<file path="src/hdl/pkfs_pkg.sv">
// Constants and types for the port K pin function select block.
// Assumes a 32-bit Avalon-MM slave port; the select register sits in the low 16 bits.
// What this block does
// - A 16-bit software register, read/write in bits 15:4, selects each pin's function and pull-up.
// - Mode 00 routes pin to peripheral; mode 01 drives pin as port output.
// - Mode 10 makes pin a port input with pull-up off.
// - Mode 11 makes pin a port input with pull-up on.
package pkfs_pkg;

  // Register map, byte addresses
  localparam logic [3:0]  SEL_OFFSET    = 4'h0;
  localparam logic [3:0]  STATUS_OFFSET = 4'h4;
  localparam logic [15:0] SEL_RESET     = 16'h0000;
  localparam logic [15:0] SEL_WMASK     = 16'hFFF0;
  localparam int          FIRST_PIN     = 2;
  localparam int          NUM_PINS      = 6;
  localparam logic [31:0] UNMAPPED_READ = 32'h0000_0000;
  // Pad control values while reset is held: every pin on its peripheral
  localparam logic [5:0]  PAD_PERIPH_RESET = 6'h3F;
  localparam logic [5:0]  PAD_OFF_RESET    = 6'h00;
  localparam logic [11:0] MODE_RESET       = 12'h000;

  // Pin mode encodings
  typedef enum logic [1:0] {
    PKFS_PERIPH  = 2'h0,
    PKFS_OUT     = 2'h1,
    PKFS_IN_NOPU = 2'h2,
    PKFS_IN_PU   = 2'h3
  } pkfs_mode_t;

endpackage : pkfs_pkg

</file>
<file path="src/hdl/pkfs_pin_if.sv">
// Carrier between the top and one pin decoder.
// Assumes a single clock domain.
`timescale 1ns/100ps
`default_nettype none
interface pkfs_pin_if;
  logic [1:0] mode;
  logic       periph_sel;
  logic       out_en;
  logic       pull_up;
  modport dec (input mode, output periph_sel, output out_en, output pull_up);
  modport top (output mode, input periph_sel, input out_en, input pull_up);
endinterface : pkfs_pin_if
`default_nettype wire

</file>
<file path="src/hdl/pkfs_pin_decode.sv">
// Decoder of one 2-bit pin mode field into pad controls.
// Assumes the field comes from a register on the same clock.
`timescale 1ns/100ps
`default_nettype none
module pkfs_pin_decode (
  // Mode field in, controls out
  pkfs_pin_if.dec p
);
  // Pure decode; the top registers the results
  always_comb begin
    p.periph_sel = (p.mode == pkfs_pkg::PKFS_PERIPH);
    p.out_en     = (p.mode == pkfs_pkg::PKFS_OUT);
    p.pull_up    = (p.mode == pkfs_pkg::PKFS_IN_PU);
  end
endmodule : pkfs_pin_decode
`default_nettype wire

</file>
<file path="src/hdl/pkfs_top.sv">
// Port K pin function select register with Avalon-MM slave and pad controls.
// Assumes one 200 MHz clock and a synchronous active-low reset.
`timescale 1ns/100ps
`default_nettype none
module pkfs_top (
  // Clock and reset
  input  wire logic        i_clk_sys,
  input  wire logic        i_reset_n,
  // Avalon-MM slave
  input  wire logic [3:0]  i_address,
  input  wire logic        i_read,
  input  wire logic        i_write,
  input  wire logic [31:0] i_writedata,
  input  wire logic [3:0]  i_byteenable,
  output logic      [31:0] o_readdata,
  output logic             o_waitrequest,
  // Pad controls, bit 0 is pin 2
  output logic      [5:0]  o_periph_sel,
  output logic      [5:0]  o_port_out_en,
  output logic      [5:0]  o_pull_up_en,
  output logic      [11:0] o_mode
);

  logic [15:0] sel_reg;
  logic        ack_reg;
  logic        ack_next;
  logic [5:0]  dec_periph;
  logic [5:0]  dec_out;
  logic [5:0]  dec_pu;
  logic        wr_sel;
  logic        conflict;

  // Bus timing in short:
  //   cycle 0: master raises read or write, waitrequest is high
  //   cycle 1: waitrequest low, read data stand, a write lands at its closing edge
  // One wait cycle per access keeps readdata registered and off the address path.
  // The write lands at the edge where the master sees waitrequest low, so the
  // master and the register agree on the moment the new value exists.
  assign wr_sel = i_write && ack_reg && (i_address == pkfs_pkg::SEL_OFFSET);

  // Second cycle of every access is its answer cycle
  assign ack_next = (i_read || i_write) && !ack_reg;

  // Access acknowledge pulse
  always_ff @(posedge i_clk_sys) begin
    if (!i_reset_n) ack_reg <= 1'b0;
    else ack_reg <= ack_next;
  end

  // Waitrequest from its own flop; always the inverse of the acknowledge
  always_ff @(posedge i_clk_sys) begin
    if (!i_reset_n) o_waitrequest <= 1'b1;
    else o_waitrequest <= !ack_next;
  end

  // Select register; low nibble is never written
  always_ff @(posedge i_clk_sys) begin
    if (!i_reset_n) begin
      sel_reg <= pkfs_pkg::SEL_RESET;
    end else if (wr_sel) begin
      if (i_byteenable[0]) sel_reg[7:0] <= i_writedata[7:0] & pkfs_pkg::SEL_WMASK[7:0];
      if (i_byteenable[1]) sel_reg[15:8] <= i_writedata[15:8];
    end
  end

  // Pins 3 and 4 in opposite directions; software must avoid it, shown as status only
  assign conflict = (o_mode[3:2] == pkfs_pkg::PKFS_OUT) !=
                    (o_mode[5:4] == pkfs_pkg::PKFS_OUT);

  // Read data, zero for unmapped addresses
  always_ff @(posedge i_clk_sys) begin
    if (!i_reset_n) o_readdata <= pkfs_pkg::UNMAPPED_READ;
    else if (i_read && !ack_reg) begin
      case (i_address)
        pkfs_pkg::SEL_OFFSET:    o_readdata <= {16'h0000, sel_reg};
        pkfs_pkg::STATUS_OFFSET: o_readdata <= {31'h0000_0000, conflict};
        default:                 o_readdata <= pkfs_pkg::UNMAPPED_READ;
      endcase
    end
  end

  // One decoder per pin
  // Field map of the select register, two bits per pin:
  //   bits 15:14 pin 7, bits 13:12 pin 6, bits 11:10 pin 5
  //   bits  9:8  pin 4, bits  7:6  pin 3, bits  5:4  pin 2
  //   bits  3:0  hold no pin and always read zero
  // Decoding is kept in a small module so every pin is handled alike;
  // a change to the encoding then touches one place only.
  genvar g;
  generate
    for (g = 0; g < pkfs_pkg::NUM_PINS; g++) begin : g_pin
      pkfs_pin_if pif ();
      assign pif.mode = sel_reg[2*g+5 -: 2];
      pkfs_pin_decode u_dec (.p(pif));
      assign dec_periph[g] = pif.periph_sel;
      assign dec_out[g]    = pif.out_en;
      assign dec_pu[g]     = pif.pull_up;
    end
  endgenerate

  // Registered pad controls; reset matches all-peripheral mode
  always_ff @(posedge i_clk_sys) begin
    if (!i_reset_n) begin
      o_periph_sel  <= pkfs_pkg::PAD_PERIPH_RESET;
      o_port_out_en <= pkfs_pkg::PAD_OFF_RESET;
      o_pull_up_en  <= pkfs_pkg::PAD_OFF_RESET;
      o_mode        <= pkfs_pkg::MODE_RESET;
    end else begin
      o_periph_sel  <= dec_periph;
      o_port_out_en <= dec_out;
      o_pull_up_en  <= dec_pu;
      o_mode        <= sel_reg[15:4];
    end
  end

  // Checks
  low_nibble_a: assert property (@(posedge i_clk_sys) disable iff (!i_reset_n)
    sel_reg[3:0] == 4'h0) else $error("low nibble not zero");
  pullup_a: assert property (@(posedge i_clk_sys) disable iff (!i_reset_n)
    ##1 o_pull_up_en[0] == ($past(sel_reg[5:4]) == 2'h3)) else $error("pull-up wrong");
  nopull_in_a: assert property (@(posedge i_clk_sys) disable iff (!i_reset_n)
    (sel_reg[5:4] == 2'h2) |=> !o_pull_up_en[0] && !o_port_out_en[0] && !o_periph_sel[0])
    else $error("input no pull-up wrong");
  out_mode_a: assert property (@(posedge i_clk_sys) disable iff (!i_reset_n)
    (sel_reg[15:14] == 2'h1) |=> o_port_out_en[5] && !o_periph_sel[5])
    else $error("output mode wrong");
  periph_a: assert property (@(posedge i_clk_sys) disable iff (!i_reset_n)
    (sel_reg[9:8] == 2'h0) |=> o_periph_sel[2] && !o_port_out_en[2])
    else $error("peripheral mode wrong");
  write_a: assert property (@(posedge i_clk_sys) disable iff (!i_reset_n)
    wr_sel && i_byteenable[1] |=> sel_reg[15:8] == $past(i_writedata[15:8]))
    else $error("write lost");
  read_a: assert property (@(posedge i_clk_sys) disable iff (!i_reset_n)
    i_read && !ack_reg && i_address == pkfs_pkg::SEL_OFFSET |=>
    ack_reg && o_readdata[15:0] == $past(sel_reg)) else $error("read wrong");
  wait_a: assert property (@(posedge i_clk_sys) disable iff (!i_reset_n)
    (i_read || i_write) && !ack_reg |=> !o_waitrequest) else $error("no answer");
  conflict_a: assert property (@(posedge i_clk_sys) disable iff (!i_reset_n)
    ##1 conflict == (o_port_out_en[1] != o_port_out_en[2])) else $error("conflict flag");

  write_c: cover property (@(posedge i_clk_sys) wr_sel);
  pu_c: cover property (@(posedge i_clk_sys) o_pull_up_en[3]);
  out_c: cover property (@(posedge i_clk_sys) o_port_out_en[4]);
  conflict_c: cover property (@(posedge i_clk_sys) conflict);
  read_c: cover property (@(posedge i_clk_sys) i_read && !o_waitrequest);

  // Lane checks: an upper lane left out of a write keeps its old bits; a written low lane takes bits 7:4
  lane_keep_a: assert property (@(posedge i_clk_sys) disable iff (!i_reset_n)
    wr_sel && !i_byteenable[1] |=> sel_reg[15:8] == $past(sel_reg[15:8]))
    else $error("upper lane changed");
  low_lane_a: assert property (@(posedge i_clk_sys) disable iff (!i_reset_n)
    wr_sel && i_byteenable[0] |=> sel_reg[7:4] == $past(i_writedata[7:4]))
    else $error("low lane write lost");

  // Writes elsewhere never reach the select register
  other_wr_a: assert property (@(posedge i_clk_sys) disable iff (!i_reset_n)
    i_write && (i_address != pkfs_pkg::SEL_OFFSET) |=> sel_reg == $past(sel_reg))
    else $error("stray write landed");

  // Upper half of the bus word is never used
  read_hi_a: assert property (@(posedge i_clk_sys) disable iff (!i_reset_n)
    !o_waitrequest |-> o_readdata[31:16] == 16'h0000)
    else $error("upper read half set");

  // Unmapped reads answer zero
  unmapped_a: assert property (@(posedge i_clk_sys) disable iff (!i_reset_n)
    i_read && !ack_reg && (i_address != pkfs_pkg::SEL_OFFSET) &&
    (i_address != pkfs_pkg::STATUS_OFFSET) |=> o_readdata == pkfs_pkg::UNMAPPED_READ)
    else $error("unmapped read not zero");

  // Status read reports the direction clash of pins 3 and 4
  status_rd_a: assert property (@(posedge i_clk_sys) disable iff (!i_reset_n)
    i_read && !ack_reg && (i_address == pkfs_pkg::STATUS_OFFSET) |=>
    o_readdata == {31'h0000_0000, $past(conflict)})
    else $error("status read wrong");

  // Mode copy follows the register one cycle late
  mode_copy_a: assert property (@(posedge i_clk_sys) disable iff (!i_reset_n)
    ##1 o_mode == $past(sel_reg[15:4])) else $error("mode copy wrong");

  // Every pin: the three pad controls follow its field one cycle late.
  // Checked for all pins, not a sample, since a slip in the field
  // indexing would only show on the pins it hits.
  for (genvar p = 0; p < pkfs_pkg::NUM_PINS; p++) begin : g_pin_chk
    pin_dec_a: assert property (@(posedge i_clk_sys) disable iff (!i_reset_n)
      ##1 (o_periph_sel[p] == ($past(sel_reg[2*p+5 -: 2]) == 2'h0)) &&
          (o_port_out_en[p] == ($past(sel_reg[2*p+5 -: 2]) == 2'h1)) &&
          (o_pull_up_en[p] == ($past(sel_reg[2*p+5 -: 2]) == 2'h3)))
      else $error("pin decode wrong");
    pin_excl_a: assert property (@(posedge i_clk_sys) disable iff (!i_reset_n)
      !(o_periph_sel[p] && o_port_out_en[p]) && !(o_port_out_en[p] && o_pull_up_en[p]))
      else $error("pad controls clash");
  end

endmodule : pkfs_top
`default_nettype wire

</file>
<file path="config.mk">
export PLATFORM = sky130hd
export DESIGN_NAME = pkfs_top
export DESIGN_NICKNAME = d
export VERILOG_FILES = /design/src/hdl/pkfs_pkg.sv /design/src/hdl/pkfs_pin_if.sv /design/src/hdl/pkfs_pin_decode.sv /design/src/hdl/pkfs_top.sv
export SDC_FILE = /design/constraint.sdc
export NUM_CORES = 1
export LEC_CHECK = 0
export BUFFER_PORTS_ARGS = -buffer_cell sky130_fd_sc_hd__buf_2
export CELL_PAD_IN_SITES_DETAIL_PLACEMENT = 0
export CELL_PAD_IN_SITES_GLOBAL_PLACEMENT = 1
export CORE_UTILIZATION = 31
export DETAILED_ROUTE_END_ITERATION = 8
export PLACE_DENSITY_LB_ADDON = 0.1
export SLEW_MARGIN = 5
export SYNTH_ARGS = -nofsm -noshare
export SYNTH_HDL_FRONTEND = slang
export SYNTH_SLANG_ARGS = --single-unit
</file>
<file path="constraint.sdc">
create_clock -name i_clk_sys -period 1.3 [get_ports i_clk_sys]
set_input_delay 0.13 -clock i_clk_sys [delete_from_list [all_inputs] [get_ports i_clk_sys]]
set_output_delay 0.13 -clock i_clk_sys [all_outputs]
set_load 0.03 [all_outputs]
</file>
==> impl_metrics.env, run 1 <==
export IMPL_status="finished clean"
export IMPL_drv_slew=0
export IMPL_cts_tree="yes"
export IMPL_root_buffer="clkbuf_8"
export IMPL_chipHeight_um=81.8
export IMPL_crit_path_end_kind="flip-flop"
export IMPL_grt_usage_pct=13.5
export IMPL_dieWidth_um=81.8
export IMPL_finish_utilization_pct=41.6
export IMPL_dpl_hpwl_um=2710
export IMPL_seq_area_um2=1140
export IMPL_place_ws_ns=-0.00167
export IMPL_fin_crit_ns=1.06
export IMPL_largest_reg_flops=13
export IMPL_min_path_type="in2reg"
export IMPL_clock_sinks=57
export IMPL_route_detailed_drc=0
export IMPL_clockBufferDepth=2
export IMPL_cts_setup_buffers=0
export IMPL_drt_pass1_iterations=4
export IMPL_cp_top_family="flip-flops"
export IMPL_wl_um=3980
export IMPL_p_total_mw=3.41
export IMPL_max_freq_mhz=943
export IMPL_p_per_area_nw_per_um2=1360
export IMPL_gr_total_overflow=0
export IMPL_design_die_area_um2=6690
export IMPL_io_buffers=65
export IMPL_setup_ws_ns=0.239
export IMPL_stdcell_area_um2=2510
export IMPL_critPathRequiredTime_ns=1.56
export IMPL_ys_warn_count=0
export IMPL_crit_buf_inv=1
export IMPL_nets=318
export IMPL_synth_cells=203
export IMPL_slowest_stage="dfxtp_1"
export IMPL_path_cells="and4_1, buf_12, mux2i_1"
export IMPL_place_inst=338
export IMPL_area_growth_pct=27.1
export IMPL_setup_viol=0
export IMPL_vias_per_cell=4.15
export IMPL_ys_ff_latch=57
export IMPL_final_setup_tns_ns=0
export IMPL_cp_start_kind="flip-flop"
export IMPL_cts_clk_slew_worst_paths_ns=0.06
export IMPL_synth_cell_types=22
export IMPL_hold_viol_final=0
export IMPL_clkLatencyLatePin_ns=0.33
export IMPL_vias=1468
export IMPL_antenna_cells=0
export IMPL_yosysSeqAreaShare_pct=57.8
export IMPL_peakVddDrop_uv=825
export IMPL_place_area_um2=2330
export IMPL_htreeDepth=3
export IMPL_postSynthAreaPerCell_um2=9.72
export IMPL_grt_pass1_vias=1294
export IMPL_multi_input_area_um2=658
export IMPL_timing_final_crit_share_pct=81.6
export IMPL_core_area_um2=6030
export IMPL_synth_area_um2=1970
export IMPL_drt_wirelength_per_cell_um=11.2
export IMPL_holdWs_ns=0.0321
export IMPL_fillers=632
export IMPL_initial_core_util_pct=32.7
export IMPL_cts_made_buffers=9
export IMPL_p_leak_nw=1.30
export IMPL_postRouteAntennaNets=0
export IMPL_maxCapViolCount=0
export IMPL_fin_skew_ns=0.00473
export IMPL_ctsResizeCount=0
export IMPL_drive_gt1_share_pct=30.5
export IMPL_critPathMaxFanout=8
export IMPL_place_gp_congestion=0.664
export IMPL_grt_setup_unrepaired="no"
export IMPL_io_pins=107
export IMPL_critPathKind="reg2reg"
export IMPL_cp_arrival_ns=1.32
export IMPL_drt_iter0_drc=38
export IMPL_stdcell_count=354
export IMPL_grt_first_pass_wirelength_um=6310
export IMPL_critPathMaxStageDelay_ns=0.39
export IMPL_ctsHoldBuffers=0
export IMPL_grt_max_degree=46
export IMPL_num_rows=28
export IMPL_grt_antenna_before_repair=0
-- layer usage --
metal	GRT usage (%)	vias up	wire length, um
met1	16.0	654	1800
li1	-	753	-
met3	7.89	7	381
met4	6.32	0	79
met5	0	-	0
met2	19.2	54	1720
-- final cells by class --
type	instances	area share (%)
Timing Repair Buffer	70	15.5
Inverter	14	2.10
Clock inverter	3	0.599
Sequential cell	57	45.5
Clock buffer	13	6.34
Multi-Input combinational cell	122	26.2
Tap cell	75	3.74
-- Yosys cell counts --
cell | n | area (um2)
nor2_1 | 12 | 45.0
o21ai_0 | 1 | 5.00
nand3_1 | 13 | 65.1
nand4_1 | 2 | 12.5
conb_1 | 1 | 3.75
buf_6 | 1 | 11.3
nor3_1 | 1 | 5.00
nor4_4 | 1 | 21.3
xnor2_1 | 1 | 8.76
buf_4 | 20 | 150
nand2b_1 | 1 | 6.26
buf_2 | 1 | 5.00
and3_1 | 6 | 37.5
a21boi_0 | 12 | 90.1
inv_1 | 14 | 52.6
dfxtp_1 | 57 | 1140
o211ai_1 | 1 | 7.51
clkbuf_1 | 6 | 22.5
and4_1 | 1 | 8.76
nor2b_1 | 3 | 18.8
mux2i_1 | 12 | 120
nand2_1 | 36 | 135
-- cells by family (layout without fill, tap and decap cells) --
kind of cell	after synthesis	count (layout)	share of synthesized area, %
AO/OA/AOI/OAI	14	14	5.20
XOR/XNOR	1	1	0.444
buffers and inverters	42	100	12.2
flip-flops	57	57	57.8
multiplexers	12	12	6.09
other	1	19	0.190
AND/OR/NAND/NOR	76	76	18.0
-- tightest hold or removal path, cell delays in order --
cell	delay [ns]
buf_2	0.10
nand2_1	0.04
mux2i_1	0.05
-- power by group --
part,internal [mW],total (mW),switching [mW],leakage (nW)
logic,0.0539,0.202,0.148,0.744
registers,1.75,1.76,0.00434,0.460
clock network,0.786,1.45,0.661,0.0932
-- worst paths after layout --
path	end	cells after the start	startpoint	slack, ns
setup / recovery	sel_reg[10]$_SDFFE_PN0P_	3	ack_reg$_SDFF_PN0_	0.24
hold / removal	sel_reg[5]$_SDFFE_PN0P_	3	i_writedata[5]	0.03
setup reg to reg	sel_reg[10]$_SDFFE_PN0P_	3	ack_reg$_SDFF_PN0_	0.24
hold reg to reg	o_readdata[8]$_SDFFE_PN0P_	2	o_readdata[8]$_SDFFE_PN0P_	0.46
-- cell usage in the layout (no fill, tap or decap), types with 6 or more instances in the layout --
master / instances
a21boi_0: 12
and3_1: 6
buf_2: 65
clkbuf_8: 11
conb_1: 19
dfxtp_1: 57
inv_1: 14
mux2i_1: 12
nand2_1: 36
nand3_1: 13
nor2_1: 12
Note: power is estimated with default switching activity, not from simulation.
==> run 2: changes to the inputs <==
==> constraint.sdc (replaced) <==
create_clock -name i_clk_sys -period 1.06 [get_ports i_clk_sys]
set_input_delay 0.106 -clock i_clk_sys [delete_from_list [all_inputs] [get_ports i_clk_sys]]
set_output_delay 0.106 -clock i_clk_sys [all_outputs]
set_load 0.03 [all_outputs]
==> impl_metrics.env, run 2 (synthesis results as in run 1) <==
export IMPL_status="finished clean"
export IMPL_critPathMaxStageDelay_ns=0.37
export IMPL_max_freq_mhz=994
export IMPL_p_total_mw=4.70
export IMPL_cts_setup_buffers=0
export IMPL_p_per_area_nw_per_um2=1810
export IMPL_fin_crit_ns=1.01
export IMPL_clock_sinks=57
export IMPL_clockBufferDepth=2
export IMPL_drt_iter0_drc=27
export IMPL_r2r_cells=3
export IMPL_cp_top_family="flip-flops"
export IMPL_crit_buf_inv=1
export IMPL_area_growth_pct=32.1
export IMPL_crit_path_end_kind="flip-flop"
export IMPL_largest_reg_flops=13
export IMPL_min_path_type="in2reg"
export IMPL_htreeDepth=3
export IMPL_stdcell_area_um2=2610
export IMPL_cts_clk_slew_worst_paths_ns=0.06
export IMPL_wl_um=4000
export IMPL_io_pins=107
export IMPL_grt_max_degree=46
export IMPL_drt_pass1_iterations=3
export IMPL_vias_per_cell=4.16
export IMPL_num_rows=28
export IMPL_critPathRequiredTime_ns=1.31
export IMPL_grt_usage_pct=13.3
export IMPL_grt_first_pass_wirelength_um=6330
export IMPL_drive_gt1_share_pct=33.6
export IMPL_grt_pass1_vias=1352
export IMPL_root_buffer="clkbuf_8"
export IMPL_core_area_um2=6030
export IMPL_setup_ws_ns=0.0543
export IMPL_place_ws_ns=-0.205
export IMPL_path_depth=3
export IMPL_final_cell_mix="buf_2, dfxtp_1, nand2_1, conb_1, inv_1"
export IMPL_highest_layer="met4"
export IMPL_dieWidth_um=81.8
export IMPL_vias=1488
export IMPL_io_buffers=65
export IMPL_dr_wl_met3_um=249
export IMPL_maxCapViolCount=0
export IMPL_cp_arrival_ns=1.25
export IMPL_final_setup_tns_ns=0
export IMPL_critPathMaxFanout=8
export IMPL_postRouteAntennaNets=0
export IMPL_grt_antenna_before_repair=0
export IMPL_design_die_area_um2=6690
export IMPL_hold_viol_final=0
export IMPL_nets=322
export IMPL_critPathKind="reg2reg"
export IMPL_cts_made_buffers=9
export IMPL_route_detailed_drc=0
export IMPL_grt_setup_unrepaired="no"
export IMPL_fin_skew_ns=0.00461
export IMPL_drv_slew=0
export IMPL_cp_start_kind="flip-flop"
export IMPL_p_leak_nw=1.34
export IMPL_timing_final_crit_share_pct=94.9
export IMPL_chipHeight_um=81.8
export IMPL_clkLatencyLatePin_ns=0.32
export IMPL_place_gp_congestion=0.676
export IMPL_peakVddDrop_uv=641
export IMPL_slowest_stage="dfxtp_2"
export IMPL_setup_viol=0
export IMPL_place_area_um2=2360
export IMPL_path_cells="and4_4, buf_12, mux2i_1"
export IMPL_drt_wirelength_per_cell_um=11.2
export IMPL_gr_total_overflow=0
export IMPL_dpl_hpwl_um=2880
export IMPL_final_common_cell="buf_2"
export IMPL_routed_wl_met2_um=1790
export IMPL_hold_path_cell_count=3
export IMPL_antenna_cells=0
export IMPL_initial_core_util_pct=32.7
export IMPL_cts_tree="yes"
export IMPL_wl_met1_um=1870
==> run 2: per-stage QoR <==
stage / hold slack [ns] / utilization [%] / std cells
after detailed placement: 0.355 / 39.2 / 342
after global placement: 0.352 / 39.2 / 342
after CTS: 0.00110 / 43.1 / 358
after floorplan: 0.245 / - / 221
after global routing: 0.0185 / 43.3 / 358
final: 0.0180 / 43.3 / 358
==> run 2: worst paths after layout <==
kind                                               start                     endpoint  slack, ns
worst max-delay path                  ack_reg$_SDFF_PN0_     sel_reg[12]$_SDFFE_PN0P_       0.05
worst min-delay path                      i_writedata[5]      sel_reg[5]$_SDFFE_PN0P_       0.02
worst max register to register        ack_reg$_SDFF_PN0_     sel_reg[12]$_SDFFE_PN0P_       0.05
worst min register to register  sel_reg[13]$_SDFFE_PN0P_  o_port_out_en[4]$_SDFF_PN0_       0.45
==> run 2: where the power goes <==
group	internal (mW)	total [mW]	switching [mW]
clock	1.44	2.28	0.839
sequential	2.15	2.16	0.00591
combinational	0.0806	0.265	0.185
total	3.67	4.70	1.03
==> run 2: timing repair <==
| item | in CTS | in global routing |
|---|---|---|
| hold buffers | 0 | 0 |
| endpoints found under the setup margin | 1 | 17 |
| endpoints found under the hold margin | 0 | 0 |
| gates cloned | 0 | 0 |
| pin swaps | 0 | 0 |
| gates resized for setup | 1 | 6 |
==> run 2: area by class of cell <==
cell class / instances / area (um2)
Timing Repair Buffer: 74 / 418
Sequential cell: 57 / 1140
Multi-Input combinational cell: 122 / 671
Clock buffer: 11 / 151
Fill cell: 649 / 3420
Clock inverter: 5 / 77.6
Tap cell: 75 / 93.8
Inverter: 14 / 52.6
==> run 2: metal layers <==
metal | GRT usage [%] | vias to the layer above
met5 | 0 | -
met4 | 10.0 | 0
met3 | 4.00 | 10
met2 | 18.8 | 55
met1 | 16.7 | 659
li1 | - | 764
==> run 2: worst register-to-register path, stage by stage, from the launching register on <==
cell and delay (ns):
dfxtp_2 0.37, and4_4 0.24, buf_12 0.14, mux2i_1 0.19
==> run 3: changes to the inputs <==
--- a/config.mk
+++ b/config.mk
@@ -5,12 +5,14 @@
 export SDC_FILE = /design/constraint.sdc
 export NUM_CORES = 1
 export LEC_CHECK = 0
+export ABC_AREA = 1
 export BUFFER_PORTS_ARGS = -buffer_cell sky130_fd_sc_hd__buf_2
 export CELL_PAD_IN_SITES_DETAIL_PLACEMENT = 0
 export CELL_PAD_IN_SITES_GLOBAL_PLACEMENT = 1
 export CORE_UTILIZATION = 31
 export DETAILED_ROUTE_END_ITERATION = 8
 export PLACE_DENSITY_LB_ADDON = 0.1
+export SETUP_SLACK_MARGIN = 0.4
 export SLEW_MARGIN = 5
 export SYNTH_ARGS = -nofsm -noshare
 export SYNTH_HDL_FRONTEND = slang
==> impl_metrics.env, run 3 <==
export IMPL_routed_wl_met2_um=2140
export IMPL_cp_arrival_ns=1.31
export IMPL_vias=1791
export IMPL_p_leak_nw=1.54
export IMPL_largest_reg_flops=13
export IMPL_clock_sinks=57
export IMPL_root_buffer="clkbuf_8"
export IMPL_final_cell_mix="dfxtp_2, buf_6, nor2_1, inv_1, nand2_1"
export IMPL_gr_total_overflow=0
export IMPL_p_per_area_nw_per_um2=1480
export IMPL_postSynthAreaPerCell_um2=7.99
export IMPL_chipHeight_um=84.3
export IMPL_yosysMostFrequentCell="dfxtp_1"
export IMPL_path_cells="nand2_8, nor3_4, buf_6, nor2_1, nor2_1"
export IMPL_ys_warn_count=0
export IMPL_grt_first_pass_wirelength_um=7420
export IMPL_yosys_area_top_type_share_pct=54.3
export IMPL_hold_viol_final=0
export IMPL_grt_setup_unrepaired="yes"
export IMPL_setup_viol=0
export IMPL_drt_wirelength_per_cell_um=10.8
export IMPL_postRouteAntennaNets=0
export IMPL_highest_layer="met4"
export IMPL_grt_antenna_before_repair=0
export IMPL_wl_met1_um=2150
export IMPL_drt_pass1_iterations=8
export IMPL_slowest_stage="dfxtp_4"
export IMPL_drv_slew=0
export IMPL_critPathMaxStageDelay_ns=0.40
export IMPL_critPathRequiredTime_ns=1.32
export IMPL_cts_clk_slew_worst_paths_ns=0.06
export IMPL_vias_per_cell=4.19
export IMPL_final_setup_tns_ns=0
export IMPL_synth_edf_count=0
export IMPL_place_gp_congestion=0.748
export IMPL_wl_um=4620
export IMPL_async_flop_share_pct=0
export IMPL_crit_path_end_kind="flip-flop"
export IMPL_design_die_area_um2=7110
export IMPL_dpl_hpwl_um=3190
export IMPL_synth_cell_types=18
export IMPL_max_freq_mhz=950
export IMPL_initial_core_util_pct=32.5
export IMPL_critPathMaxFanout=6
export IMPL_synth_flop_cell="dfxtp_1"
export IMPL_cts_tree="yes"
export IMPL_nets=389
export IMPL_p_sw_mw=1.22
export IMPL_min_path_type="in2reg"
export IMPL_hold_path_cell_count=3
export IMPL_yosysSeqAreaShare_pct=54.3
export IMPL_power_frac_comb_pct=11.2
export IMPL_grt_usage_pct=13.9
export IMPL_io_pins=107
export IMPL_fin_crit_ns=1.05
export IMPL_ys_ff_latch=57
export IMPL_htreeDepth=3
export IMPL_cts_made_buffers=9
export IMPL_synth_common_cells="dfxtp_1, nor2_1, inv_1, nand2_1, nand3_1"
export IMPL_io_buffers=65
export IMPL_synth_area_um2=2100
export IMPL_area_growth_pct=56.9
export IMPL_cp_start_kind="flip-flop"
export IMPL_critPathKind="reg2reg"
export IMPL_maxCapViolCount=0
export IMPL_drive_gt1_share_pct=54.6
export IMPL_dieWidth_um=84.3
export IMPL_swShare_pct=24.9
export IMPL_fin_skew_ns=0.00397
export IMPL_synth_area_leaders="dfxtp_1, nor2_1, buf_4, inv_1, nand3_1"
export IMPL_timing_final_crit_share_pct=99.3
export IMPL_seqPwrFrac_pct=45.3
export IMPL_worst_path_most_repeated_cell="nor2_1"
export IMPL_r2r_cells=5
export IMPL_failed_checks="design-rule violations"
export IMPL_grt_max_degree=24
export IMPL_grt_pass1_vias=1674
export IMPL_core_area_um2=6460
export IMPL_peakVddDrop_uv=576
export IMPL_antenna_cells=0
export IMPL_yosysTopAreaCell="dfxtp_1"
export IMPL_drt_iter0_drc=51
export IMPL_dr_wl_met3_um=232
export IMPL_synth_cells=263
export IMPL_fillers=647
export IMPL_clkLatencyLatePin_ns=0.32
export IMPL_route_detailed_drc=10
export IMPL_num_rows=29
export IMPL_p_int_mw=3.67
export IMPL_clkPwrFrac_pct=43.6
export IMPL_status="finished, violations left"
export IMPL_finish_utilization_pct=51.0
export IMPL_clockBufferDepth=2
## run 3: cell count changes in the layout (fill, tap and decap cells not counted), moves of 10 or more
cell / delta
dfxtp_1: -55
buf_6: +49
dfxtp_2: +48
buf_2: -44
nor2_1: +29
inv_1: +24
mux2i_1: -12
nand2_1: -12
a21boi_0: -10
## run 3: power by group through the flow
stage               sequential [mW]  combinational (mW)  clock, mW
floorplan                      2.32               0.290          0
global placement               2.25               0.442          0
detailed placement             2.25               0.444          0
CTS                            2.22               0.497       2.19
global route                   2.21               0.586       2.28
finish                         2.21               0.545       2.13
## run 3: per-layer routing
metal | vias up | global-route usage (%)
li1 | 929 | -
met1 | 802 | 17.0
met2 | 54 | 21.4
met3 | 6 | 3.54
met4 | 0 | 9.40
met5 | - | 0
## run 3: kinds of logic (layout without fill, tap and decap cells)
family	Yosys count	after routing	synth area share (%)
other	1	19	0.179
buffers and inverters	69	138	16.3
AND/OR/NAND/NOR	110	110	23.0
AO/OA/AOI/OAI	26	26	6.19
flip-flops	57	57	54.3
## run 3: final timing paths
check                                         startpoint                     endpoint  slack (ns)
worst max-delay path                  ack_reg$_SDFF_PN0_     sel_reg[10]$_SDFFE_PN0P_       0.008
worst min register to register  sel_reg[11]$_SDFFE_PN0P_  o_port_out_en[3]$_SDFF_PN0_        0.43
worst min-delay path                              i_read           ack_reg$_SDFF_PN0_        0.06
worst max register to register        ack_reg$_SDFF_PN0_     sel_reg[10]$_SDFFE_PN0P_       0.008
## run 3: critical path, delay by kind of cell, from the launching register on
kind | cells | cell delay, ns
simple gates | 4 | 0.43
flops | 1 | 0.40
buf+inv | 1 | 0.15
## run 3: cell type report
| cell class | count | area, um2 | share of cell area (%) |
|---|---|---|---|
| tap | 77 | 96.3 | 2.92 |
| clock inverter | 4 | 50.0 | 1.52 |
| timing repair buffer | 82 | 790 | 24.0 |
| multi-input combinational | 155 | 815 | 24.7 |
| clock buffer | 12 | 166 | 5.05 |
| inverter | 40 | 150 | 4.56 |
| sequential | 57 | 1230 | 37.3 |
## run 3: stage by stage
| stage | worst slack [ns] | instances | hold slack (ns) | cell area, um2 | power [mW] |
|---|---|---|---|---|---|
| 5_1_grt | -0.0327 | 427 | 0.0879 | 3300 | 5.08 |
| 3_3_place_gp | -0.0625 | 403 | 0.405 | 2530 | 2.69 |
| 6_report | 0.00771 | 427 | 0.0635 | 3300 | 4.88 |
| 3_5_place_dp | -0.0749 | 403 | 0.399 | 2530 | 2.69 |
| 4_1_cts | 0.0573 | 424 | 0.0479 | 3160 | 4.90 |
| 2_1_floorplan | 0.150 | 281 | 0.271 | 2230 | 2.61 |
## run 3: repair_timing
item	in CTS	in global routing
pin swaps	6	10
gates resized for setup	148	32
gates cloned	0	1
buffers inserted	5	2
setup endpoints to repair	77	79
hold buffers	0	0
